File: config.mk
export PLATFORM = sky130hd
export DESIGN_NAME = pic_regs
export DESIGN_NICKNAME = d
export VERILOG_FILES = /design/src/common/pic_pkg.sv /design/src/core/pic_regs.sv /design/src/core/pic_sync3.sv /design/src/core/pic_flag.sv
export SDC_FILE = /design/constraint.sdc
export NUM_CORES = 1
export LEC_CHECK = 0
export BUFFER_PORTS_ARGS = -buffer_cell sky130_fd_sc_hd__buf_2
export CORE_MARGIN = 1.5
export CORE_UTILIZATION = 50
export DETAILED_ROUTE_END_ITERATION = 10
export GPL_ROUTABILITY_DRIVEN = 0
export PLACE_DENSITY_LB_ADDON = 0.25
export SYNTH_ARGS = -nofsm -noshare
export SYNTH_HDL_FRONTEND = slang
export SYNTH_SLANG_ARGS = --single-unit
File: constraint.sdc
create_clock -name clk -period 2 [get_ports clk]
set_clock_uncertainty 0.15 [all_clocks]
set_input_delay 0.4 -clock clk [delete_from_list [all_inputs] [get_ports clk]]
set_output_delay 0.4 -clock clk [all_outputs]
set_load 0.05 [all_outputs]
File: src/common/pic_pkg.sv
// Shared constants for the interrupt and PHY control register slice.
// Assumes a 5-bit management register address and 16-bit data.
package pic_pkg;
    localparam logic [4:0]  ADDR_INT_CTRL_STAT = 5'h1B;
    localparam logic [4:0]  ADDR_PHY_CTRL_STAT = 5'h1F;
    // Interrupt register field positions
    localparam int          INT_FLAG_LSB       = 0;
    localparam int          INT_EN_LSB         = 8;
    localparam int          INT_NUM_FLAGS      = 4;
    // PHY control register bit positions
    localparam int          PC_PAIRSWAP_DIS    = 13;
    localparam int          PC_ENERGY          = 12;
    localparam int          PC_FORCE_LINK      = 11;
    localparam int          PC_PWR_SAVE        = 10;
    localparam int          PC_INT_LEVEL       = 9;
    localparam int          PC_JABBER_EN       = 8;
    localparam int          PC_AN_DONE         = 7;
    localparam int          PC_PAUSE           = 6;
    localparam int          PC_ISOLATE         = 5;
    localparam int          PC_MODE_LSB        = 2;
    localparam int          PC_SQE_TEST        = 1;
    localparam int          PC_SCRAMBLE_DIS    = 0;
    // Reset values of writable bits without strap override
    localparam logic [3:0]  RST_INT_EN         = 4'h0;
    localparam logic        RST_PAIRSWAP_DIS   = 1'b0;
    localparam logic        RST_FORCE_LINK     = 1'b0;
    localparam logic        RST_PWR_SAVE       = 1'b1;
    localparam logic        RST_INT_LEVEL      = 1'b0;
    localparam logic        RST_JABBER_EN      = 1'b1;
    localparam logic        RST_SQE_TEST       = 1'b0;
    localparam logic        RST_SCRAMBLE_DIS   = 1'b0;
    // Operating state encodings
    localparam logic [2:0]  MODE_AUTONEG       = 3'h0;
    localparam logic [2:0]  MODE_10_HALF       = 3'h1;
    localparam logic [2:0]  MODE_100_HALF      = 3'h2;
    localparam logic [2:0]  MODE_RESERVED      = 3'h3;
    localparam logic [2:0]  MODE_10_FULL       = 3'h5;
    localparam logic [2:0]  MODE_100_FULL      = 3'h6;
    localparam logic [2:0]  MODE_ISOLATE       = 3'h7;
endpackage : pic_pkg

File: src/core/pic_regs.sv
// Interrupt control/status and PHY control register slice.
// Assumes a management front end giving address, read and write
// strobes; status inputs from PHY logic on clk; straps are pins.
`timescale 1ns/100ps
module pic_regs #(
    parameter int DW = 16
) (
    // Clock and reset
    input  wire logic          clk,
    input  wire logic          rst,
    // Register access
    input  wire logic [4:0]    reg_addr,
    input  wire logic          reg_wr,
    input  wire logic          reg_rd,
    input  wire logic [DW-1:0] reg_wdata,
    output logic      [DW-1:0] reg_rdata,
    // Events from PHY logic, single-cycle pulses
    input  wire logic          evt_lp_ack,
    input  wire logic          evt_link_down,
    input  wire logic          evt_remote_fault,
    input  wire logic          evt_link_up,
    // Status from PHY logic
    input  wire logic          energy_detect,
    input  wire logic          an_complete,
    input  wire logic          pause_result,
    input  wire logic          phy_isolated,
    input  wire logic          link_100,
    input  wire logic          link_full,
    // Strap pins, asynchronous
    input  wire logic          strap_pwr_save,
    input  wire logic          strap_pairswap_dis,
    input  wire logic          strap_scramble_dis,
    // Control outputs
    output logic               crossover_dis,
    output logic               force_link,
    output logic               power_save_en,
    output logic               jabber_en,
    output logic               sqe_test_en,
    output logic               scrambler_bypass,
    output logic               int_pin
);
    ////////////////////////////////////////////////////////////////////
    // Decode
    wire sel_int = (reg_addr == pic_pkg::ADDR_INT_CTRL_STAT);
    wire sel_pc  = (reg_addr == pic_pkg::ADDR_PHY_CTRL_STAT);
    wire wr_int  = reg_wr & sel_int;
    wire wr_pc   = reg_wr & sel_pc;
    wire rd_int  = reg_rd & sel_int;

    ////////////////////////////////////////////////////////////////////
    // Strap capture after reset release
    logic [2:0] strap_s;
    logic       strap_pend_r;
    logic       strap_cnt_r;

    pic_sync3 #(.W(3)) u_strap_sync (
        .clk  (clk),
        .rst  (rst),
        .din  ({strap_pwr_save, strap_pairswap_dis, strap_scramble_dis}),
        .dout (strap_s)
    );

    // Filtered value valid a few edges after release
    logic [2:0] strap_wait_r;
    wire        strap_load = strap_pend_r & (strap_wait_r == 3'h5);

    always_ff @(posedge clk) begin
        if (rst) begin
            strap_pend_r <= 1'b1;
            strap_wait_r <= 3'h0;
        end else if (strap_pend_r) begin
            strap_wait_r <= strap_wait_r + 3'h1;
            if (strap_load) begin
                strap_pend_r <= 1'b0;
            end
        end
    end
    assign strap_cnt_r = strap_pend_r;

    ////////////////////////////////////////////////////////////////////
    // Event flags
    logic [3:0] flag;
    wire  [3:0] evt = {evt_lp_ack, evt_link_down,
                       evt_remote_fault, evt_link_up};

    genvar gi;
    generate
        for (gi = 0; gi < pic_pkg::INT_NUM_FLAGS; gi++) begin : g_flag
            pic_flag u_flag (
                .clk    (clk),
                .rst    (rst),
                .evt    (evt[gi]),
                .rd_clr (rd_int),
                .flag_r (flag[gi])
            );
        end
    endgenerate

    ////////////////////////////////////////////////////////////////////
    // Writable fields
    logic [3:0] int_en_r;
    logic       pairswap_r, force_r, psave_r, level_r;
    logic       jab_r, sqe_r, scr_r;

    always_ff @(posedge clk) begin
        if (rst) begin
            int_en_r <= pic_pkg::RST_INT_EN;
        end else if (wr_int) begin
            int_en_r <= reg_wdata[pic_pkg::INT_EN_LSB +: 4];
        end
    end

    always_ff @(posedge clk) begin
        if (rst) begin
            pairswap_r <= pic_pkg::RST_PAIRSWAP_DIS;
            force_r    <= pic_pkg::RST_FORCE_LINK;
            psave_r    <= pic_pkg::RST_PWR_SAVE;
            level_r    <= pic_pkg::RST_INT_LEVEL;
            jab_r      <= pic_pkg::RST_JABBER_EN;
            sqe_r      <= pic_pkg::RST_SQE_TEST;
            scr_r      <= pic_pkg::RST_SCRAMBLE_DIS;
        end else if (strap_load) begin
            psave_r    <= strap_s[2];
            pairswap_r <= strap_s[1];
            scr_r      <= strap_s[0];
        end else if (wr_pc) begin
            pairswap_r <= reg_wdata[pic_pkg::PC_PAIRSWAP_DIS];
            force_r    <= reg_wdata[pic_pkg::PC_FORCE_LINK];
            psave_r    <= reg_wdata[pic_pkg::PC_PWR_SAVE];
            level_r    <= reg_wdata[pic_pkg::PC_INT_LEVEL];
            jab_r      <= reg_wdata[pic_pkg::PC_JABBER_EN];
            sqe_r      <= reg_wdata[pic_pkg::PC_SQE_TEST];
            scr_r      <= reg_wdata[pic_pkg::PC_SCRAMBLE_DIS];
        end
    end

    ////////////////////////////////////////////////////////////////////
    // Operating state indication
    logic [2:0] mode;
    always_comb begin
        if (phy_isolated) begin
            mode = pic_pkg::MODE_ISOLATE;
        end else if (!an_complete) begin
            mode = pic_pkg::MODE_AUTONEG;
        end else begin
            mode = {link_full, link_100, ~link_100};
        end
    end

    ////////////////////////////////////////////////////////////////////
    // Read data
    logic [DW-1:0] int_word;
    logic [DW-1:0] pc_word;
    always_comb begin
        int_word = '0;
        int_word[pic_pkg::INT_FLAG_LSB +: 4] = flag;
        int_word[pic_pkg::INT_EN_LSB +: 4]   = int_en_r;
        pc_word = '0;
        pc_word[pic_pkg::PC_PAIRSWAP_DIS] = pairswap_r;
        pc_word[pic_pkg::PC_ENERGY]       = energy_detect;
        pc_word[pic_pkg::PC_FORCE_LINK]   = force_r;
        pc_word[pic_pkg::PC_PWR_SAVE]     = psave_r;
        pc_word[pic_pkg::PC_INT_LEVEL]    = level_r;
        pc_word[pic_pkg::PC_JABBER_EN]    = jab_r;
        pc_word[pic_pkg::PC_AN_DONE]      = an_complete;
        pc_word[pic_pkg::PC_PAUSE]        = pause_result;
        pc_word[pic_pkg::PC_ISOLATE]      = phy_isolated;
        pc_word[pic_pkg::PC_MODE_LSB +: 3] = mode;
        pc_word[pic_pkg::PC_SQE_TEST]     = sqe_r;
        pc_word[pic_pkg::PC_SCRAMBLE_DIS] = scr_r;
    end

    wire [DW-1:0] rdata_nxt = sel_int ? int_word :
                              sel_pc  ? pc_word  : '0;

    ////////////////////////////////////////////////////////////////////
    // Interrupt pin and registered outputs
    wire int_any = |(flag & int_en_r);
    wire int_nxt = level_r ? int_any : ~int_any;

    always_ff @(posedge clk) begin
        if (rst) begin
            reg_rdata        <= '0;
            crossover_dis    <= pic_pkg::RST_PAIRSWAP_DIS;
            force_link       <= pic_pkg::RST_FORCE_LINK;
            power_save_en    <= pic_pkg::RST_PWR_SAVE;
            jabber_en        <= pic_pkg::RST_JABBER_EN;
            sqe_test_en      <= pic_pkg::RST_SQE_TEST;
            scrambler_bypass <= pic_pkg::RST_SCRAMBLE_DIS;
            int_pin          <= 1'b1;
        end else begin
            if (reg_rd) begin
                reg_rdata <= rdata_nxt;
            end
            crossover_dis    <= pairswap_r;
            force_link       <= force_r;
            power_save_en    <= psave_r;
            jabber_en        <= jab_r;
            sqe_test_en      <= sqe_r;
            scrambler_bypass <= scr_r;
            int_pin          <= int_nxt;
        end
    end
endmodule : pic_regs

File: src/core/pic_sync3.sv
// Three-stage synchroniser with agreement filter for pin inputs.
// Assumes the input is asynchronous to clk.
`timescale 1ns/100ps
module pic_sync3 #(
    parameter int W = 1
) (
    // Clock and reset
    input  wire logic         clk,
    input  wire logic         rst,
    // Data
    input  wire logic [W-1:0] din,
    output logic      [W-1:0] dout
);
    logic [W-1:0] s1_r;
    logic [W-1:0] s2_r;
    logic [W-1:0] s3_r;
    wire  [W-1:0] agree = ~(s2_r ^ s3_r);
    wire  [W-1:0] dout_nxt = (agree & s3_r) | (~agree & dout);

    always_ff @(posedge clk) begin
        if (rst) begin
            s1_r <= '0;
            s2_r <= '0;
            s3_r <= '0;
            dout <= '0;
        end else begin
            s1_r <= din;
            s2_r <= s1_r;
            s3_r <= s2_r;
            dout <= dout_nxt;
        end
    end
endmodule : pic_sync3

File: src/core/pic_flag.sv
// One self-clearing event flag: set on event, cleared by a read.
// Assumes event and read strobe are single-cycle, on clk.
`timescale 1ns/100ps
module pic_flag (
    // Clock and reset
    input  wire logic clk,
    input  wire logic rst,
    // Control
    input  wire logic evt,
    input  wire logic rd_clr,
    // Status
    output logic      flag_r
);
    // Set beats clear in the same cycle
    wire flag_nxt = evt | (flag_r & ~rd_clr);

    always_ff @(posedge clk) begin
        if (rst) begin
            flag_r <= 1'b0;
        end else begin
            flag_r <= flag_nxt;
        end
    end
endmodule : pic_flag

==> impl_metrics.sql <==
INSERT INTO impl_metrics (metric_group, metric, value, unit) VALUES
('status', 'run_status', 'finished clean', ''),
('detailed_routing', 'totalWireLength', '3.91', 'mm'),
('yosys', 'synthDominantAreaCellType', 'sky130_fd_sc_hd__dfxtp_1', ''),
('detailed_routing', 'routed_wire_length_per_instance', '12.4', 'um'),
('cts', 'cts_sinks', '52', ''),
('yosys', 'synth.area.top_cells', 'sky130_fd_sc_hd__dfxtp_1 50%, sky130_fd_sc_hd__nor2b_1 5.1%, sky130_fd_sc_hd__mux2_2 4.4%, sky130_fd_sc_hd__nor2_1 4.0%, sky130_fd_sc_hd__a21oi_1 3.4%', ''),
('critical_path', 'timing.rr.end', 'force_r', ''),
('worst_hold_path', 'worst_hold_path_type', 'in -> reg', ''),
('final_layout', 'finalNetCount', '304', ''),
('floorplanning', 'floorplan.initialDensity', '0.520', ''),
('global_route', 'overall_fraction_of_global_route_tracks_in_use', '0.181', ''),
('final_layout', 'layout-drive-gt1-share', '0.294', ''),
('final_layout', 'num_antenna_cells', '0', ''),
('timing', 'setup_viol', '0', ''),
('timing', 'totalNegativeSetupSlack', '0', 'ns'),
('placed_design', 'postPlaceCellArea', '2310', 'um^2'),
('power_and_ir_drop', 'pwr-share-comb', '0.089', ''),
('critical_path', 'worst-path-max-fanout', '4', ''),
('power_and_ir_drop', 'powerDensity', '778', 'nW/um^2'),
('yosys', 'yosysSeqAreaShare', '0.504', ''),
('critical_path', 'reg2reg_depth', '5', ''),
('critical_path', 'timing.critical_path.arrival', '1.77', 'ns'),
('floorplanning', 'io_pins', '61', ''),
('floorplanning', 'core_area', '3970', 'um^2'),
('cts', 'cts_root_buffer', 'sky130_fd_sc_hd__clkbuf_8', ''),
('final_layout', 'final_cell_area', '2400', 'um^2'),
('critical_path', 'critPathCaptureType', 'flip-flop', ''),
('cts', 'cts_hold_buf', '0', ''),
('detailed_routing', 'drt-vias-per-instance', '5.12', ''),
('cts', 'post-cts-setup-buffers', '0', ''),
('yosys', 'synthFlopType', 'sky130_fd_sc_hd__dfxtp_1', ''),
('detailed_routing', 'drtIter0Drc', '82', ''),
('timing', 'period_minus_slack', '1.72', 'ns'),
('cts', 'post_cts_resize_count', '0', ''),
('critical_path', 'timing.reg2reg.setup_slack', '0.28', 'ns'),
('critical_path', 'r2r_start', 'strap_wait_r[1]', ''),
('timing', 'fmax', '582', 'MHz'),
('timing', 'portion_of_the_clock_cycle_consumed_by_the_worst_path_in_the_final_layout', '0.859', ''),
('timing', 'hold_slack', '0.165', 'ns'),
('job', 'drv_cap', '0', ''),
('floorplanning', 'floorplan.die.height', '67.3', 'um'),
('timing', 'drv_slew', '0', ''),
('timing', 'worst-slew-pin-transition', '0.515', 'ns'),
('yosys', 'syn_avg_cell_area', '9.48', 'um^2'),
('cts', 'cts.reportedPaths.clkPinSlew', '0.10', 'ns'),
('critical_path', 'path_class', 'reg -> reg', ''),
('power_and_ir_drop', 'power_frac_clock', '0.333', ''),
('final_layout', 'synthToLayoutAreaGrowth', '16.4', '%'),
('detailed_routing', 'dr.pass1.iters', '4', ''),
('cts', 'cts_tree', 'yes', ''),
('yosys', 'syn_inst', '218', ''),
('timing', 'slew-limit-headroom', '0.657', ''),
('power_and_ir_drop', 'share_seq_of_total_power', '0.579', ''),
('floorplanning', 'std_cell_rows', '23', ''),
('placed_design', 'dp_hpwl', '2.84', 'mm'),
('power_and_ir_drop', 'power.static_leakage', '0.991', 'nW'),
('floorplanning', 'die_area', '4530', 'um^2'),
('detailed_routing', 'post-route-drc-count', '0', ''),
('global_route', 'grt_max_degree', '31', ''),
('global_route', 'global_route.overflow_total', '0', ''),
('cts', 'clk_path_buf_depth', '2', ''),
('power_and_ir_drop', 'vdd.ir_drop.worst', '0.545', 'mV'),
('cts', 'worst_skew_pair.late_latency', '0.30', 'ns'),
('critical_path', 'setup.worst_path.start', 'strap_wait_r[1]', ''),
('yosys', 'synth.lib_cells_used.distinct', '43', ''),
('timing', 'finalHoldViolCount', '0', ''),
('critical_path', 'setup.worst_path.end', 'force_r', ''),
('yosys', 'synth_top_area_share', '0.504', ''),
('timing', 'grt_setup_unrepaired', 'no', ''),
('detailed_routing', 'drt.antenna.violating_nets', '0', ''),
('global_route', 'grt_pass1_vias', '1350', '');
## critical path: stages (launching register included)
cell and delay (ns):
sky130_fd_sc_hd__dfxtp_1 0.36, sky130_fd_sc_hd__inv_1 0.05, sky130_fd_sc_hd__ha_1 0.20, sky130_fd_sc_hd__and3_4 0.21, sky130_fd_sc_hd__nor3_4 0.29, sky130_fd_sc_hd__mux2_2 0.37
## placed cells by master, fill, tap and decap left out, types with 2 or more instances in the layout
cell / instances
sky130_fd_sc_hd__nand3_1: 12
sky130_fd_sc_hd__mux2i_1: 2
sky130_fd_sc_hd__conb_1: 2
sky130_fd_sc_hd__a211oi_1: 5
sky130_fd_sc_hd__nand2b_1: 2
sky130_fd_sc_hd__clkinvlp_4: 2
sky130_fd_sc_hd__nand4_1: 2
sky130_fd_sc_hd__ha_1: 2
sky130_fd_sc_hd__mux2_2: 8
sky130_fd_sc_hd__nor2b_1: 17
sky130_fd_sc_hd__a21oi_1: 14
sky130_fd_sc_hd__buf_4: 5
sky130_fd_sc_hd__nor2_1: 22
sky130_fd_sc_hd__o21ai_0: 11
sky130_fd_sc_hd__a32oi_1: 6
sky130_fd_sc_hd__clkbuf_8: 6
sky130_fd_sc_hd__dfxtp_1: 52
sky130_fd_sc_hd__inv_1: 5
sky130_fd_sc_hd__a22oi_1: 2
sky130_fd_sc_hd__buf_2: 49
sky130_fd_sc_hd__a31oi_1: 2
sky130_fd_sc_hd__nand2_1: 18
## registers in the layout, summed over array words and instances (netlist names), 3 cells and up, named ones only
register and count:
strap_wait_r 3, g_flag.u_flag.flag_r 4, reg_rdata 14, u_strap_sync.s3_r 3
u_strap_sync.s1_r 3, int_en_r 4, u_strap_sync.s2_r 3
## per-stage QoR
step,instances,total power [mW]
after global routing,315,1.96
after CTS,315,1.89
after detailed placement,307,1.27
after floorplan,219,1.22
final,315,1.87
after global placement,307,1.27
## cells by family after synthesis
logic type      Yosys count  share of synthesized area
compound gates           47                      0.150
xor+xnor                  2                    0.00848
fa+ha+maj                 2                     0.0121
buf+inv                  21                     0.0618
flops                    52                      0.504
mux                      10                     0.0533
other cells               1                    0.00182
simple gates             83                      0.209
## metal layers
metal,track usage,routed length (um)
met3,0.0500,135
met2,0.291,1820
met5,0,0
met1,0.237,1930
met4,0.0536,24
## final cells by class
type / instances / area (um^2)
timing repair buffer: 54 / 283
multi-input combinational: 146 / 901
sequential: 52 / 1040
fill: 362 / 1570
clock buffer: 6 / 82.6
tap: 50 / 62.6
clock inverter: 2 / 15.0
inverter: 5 / 18.8
## power by group through the flow
| stage | sequential (mW) | combinational [mW] | clock (mW) |
|---|---|---|---|
| 5_1_grt | 1.09 | 0.184 | 0.688 |
| 3_3_place_gp | 1.10 | 0.164 | 0 |
| 3_5_place_dp | 1.11 | 0.166 | 0 |
| 2_1_floorplan | 1.11 | 0.111 | 0 |
| 6_report | 1.08 | 0.166 | 0.622 |
| 4_1_cts | 1.08 | 0.167 | 0.641 |
## worst min-delay path by stage
stage	start	endpoint	slack [ns]	depth (start not counted)
after floorplan	jab_r	jabber_en	0.26	2
after detailed placement	u_strap_sync.s1_r[1]	u_strap_sync.s2_r[1]	0.29	1
final	strap_pairswap_dis	u_strap_sync.s1_r[1]	0.16	2
after CTS	strap_scramble_dis	u_strap_sync.s1_r[0]	0.15	2
after global placement	u_strap_sync.s1_r[1]	u_strap_sync.s2_r[1]	0.27	1
after global routing	strap_scramble_dis	u_strap_sync.s1_r[0]	0.15	2
## Yosys cell counts (all sizes together), types with 2 or more instances
| cell type | n |
|---|---|
| a21oi | 15 |
| ha | 2 |
| a22oi | 2 |
| nand2b | 2 |
| clkbuf | 2 |
| nand3 | 12 |
| nor2 | 23 |
| o21ai | 11 |
| a32oi | 6 |
| inv | 5 |
| a31oi | 2 |
| nor2b | 17 |
| mux2 | 8 |
| dfxtp | 52 |
| nand2 | 18 |
| mux2i | 2 |
| buf | 14 |
| a211oi | 5 |
| nand4 | 3 |
(Power assumes the default switching activity.)
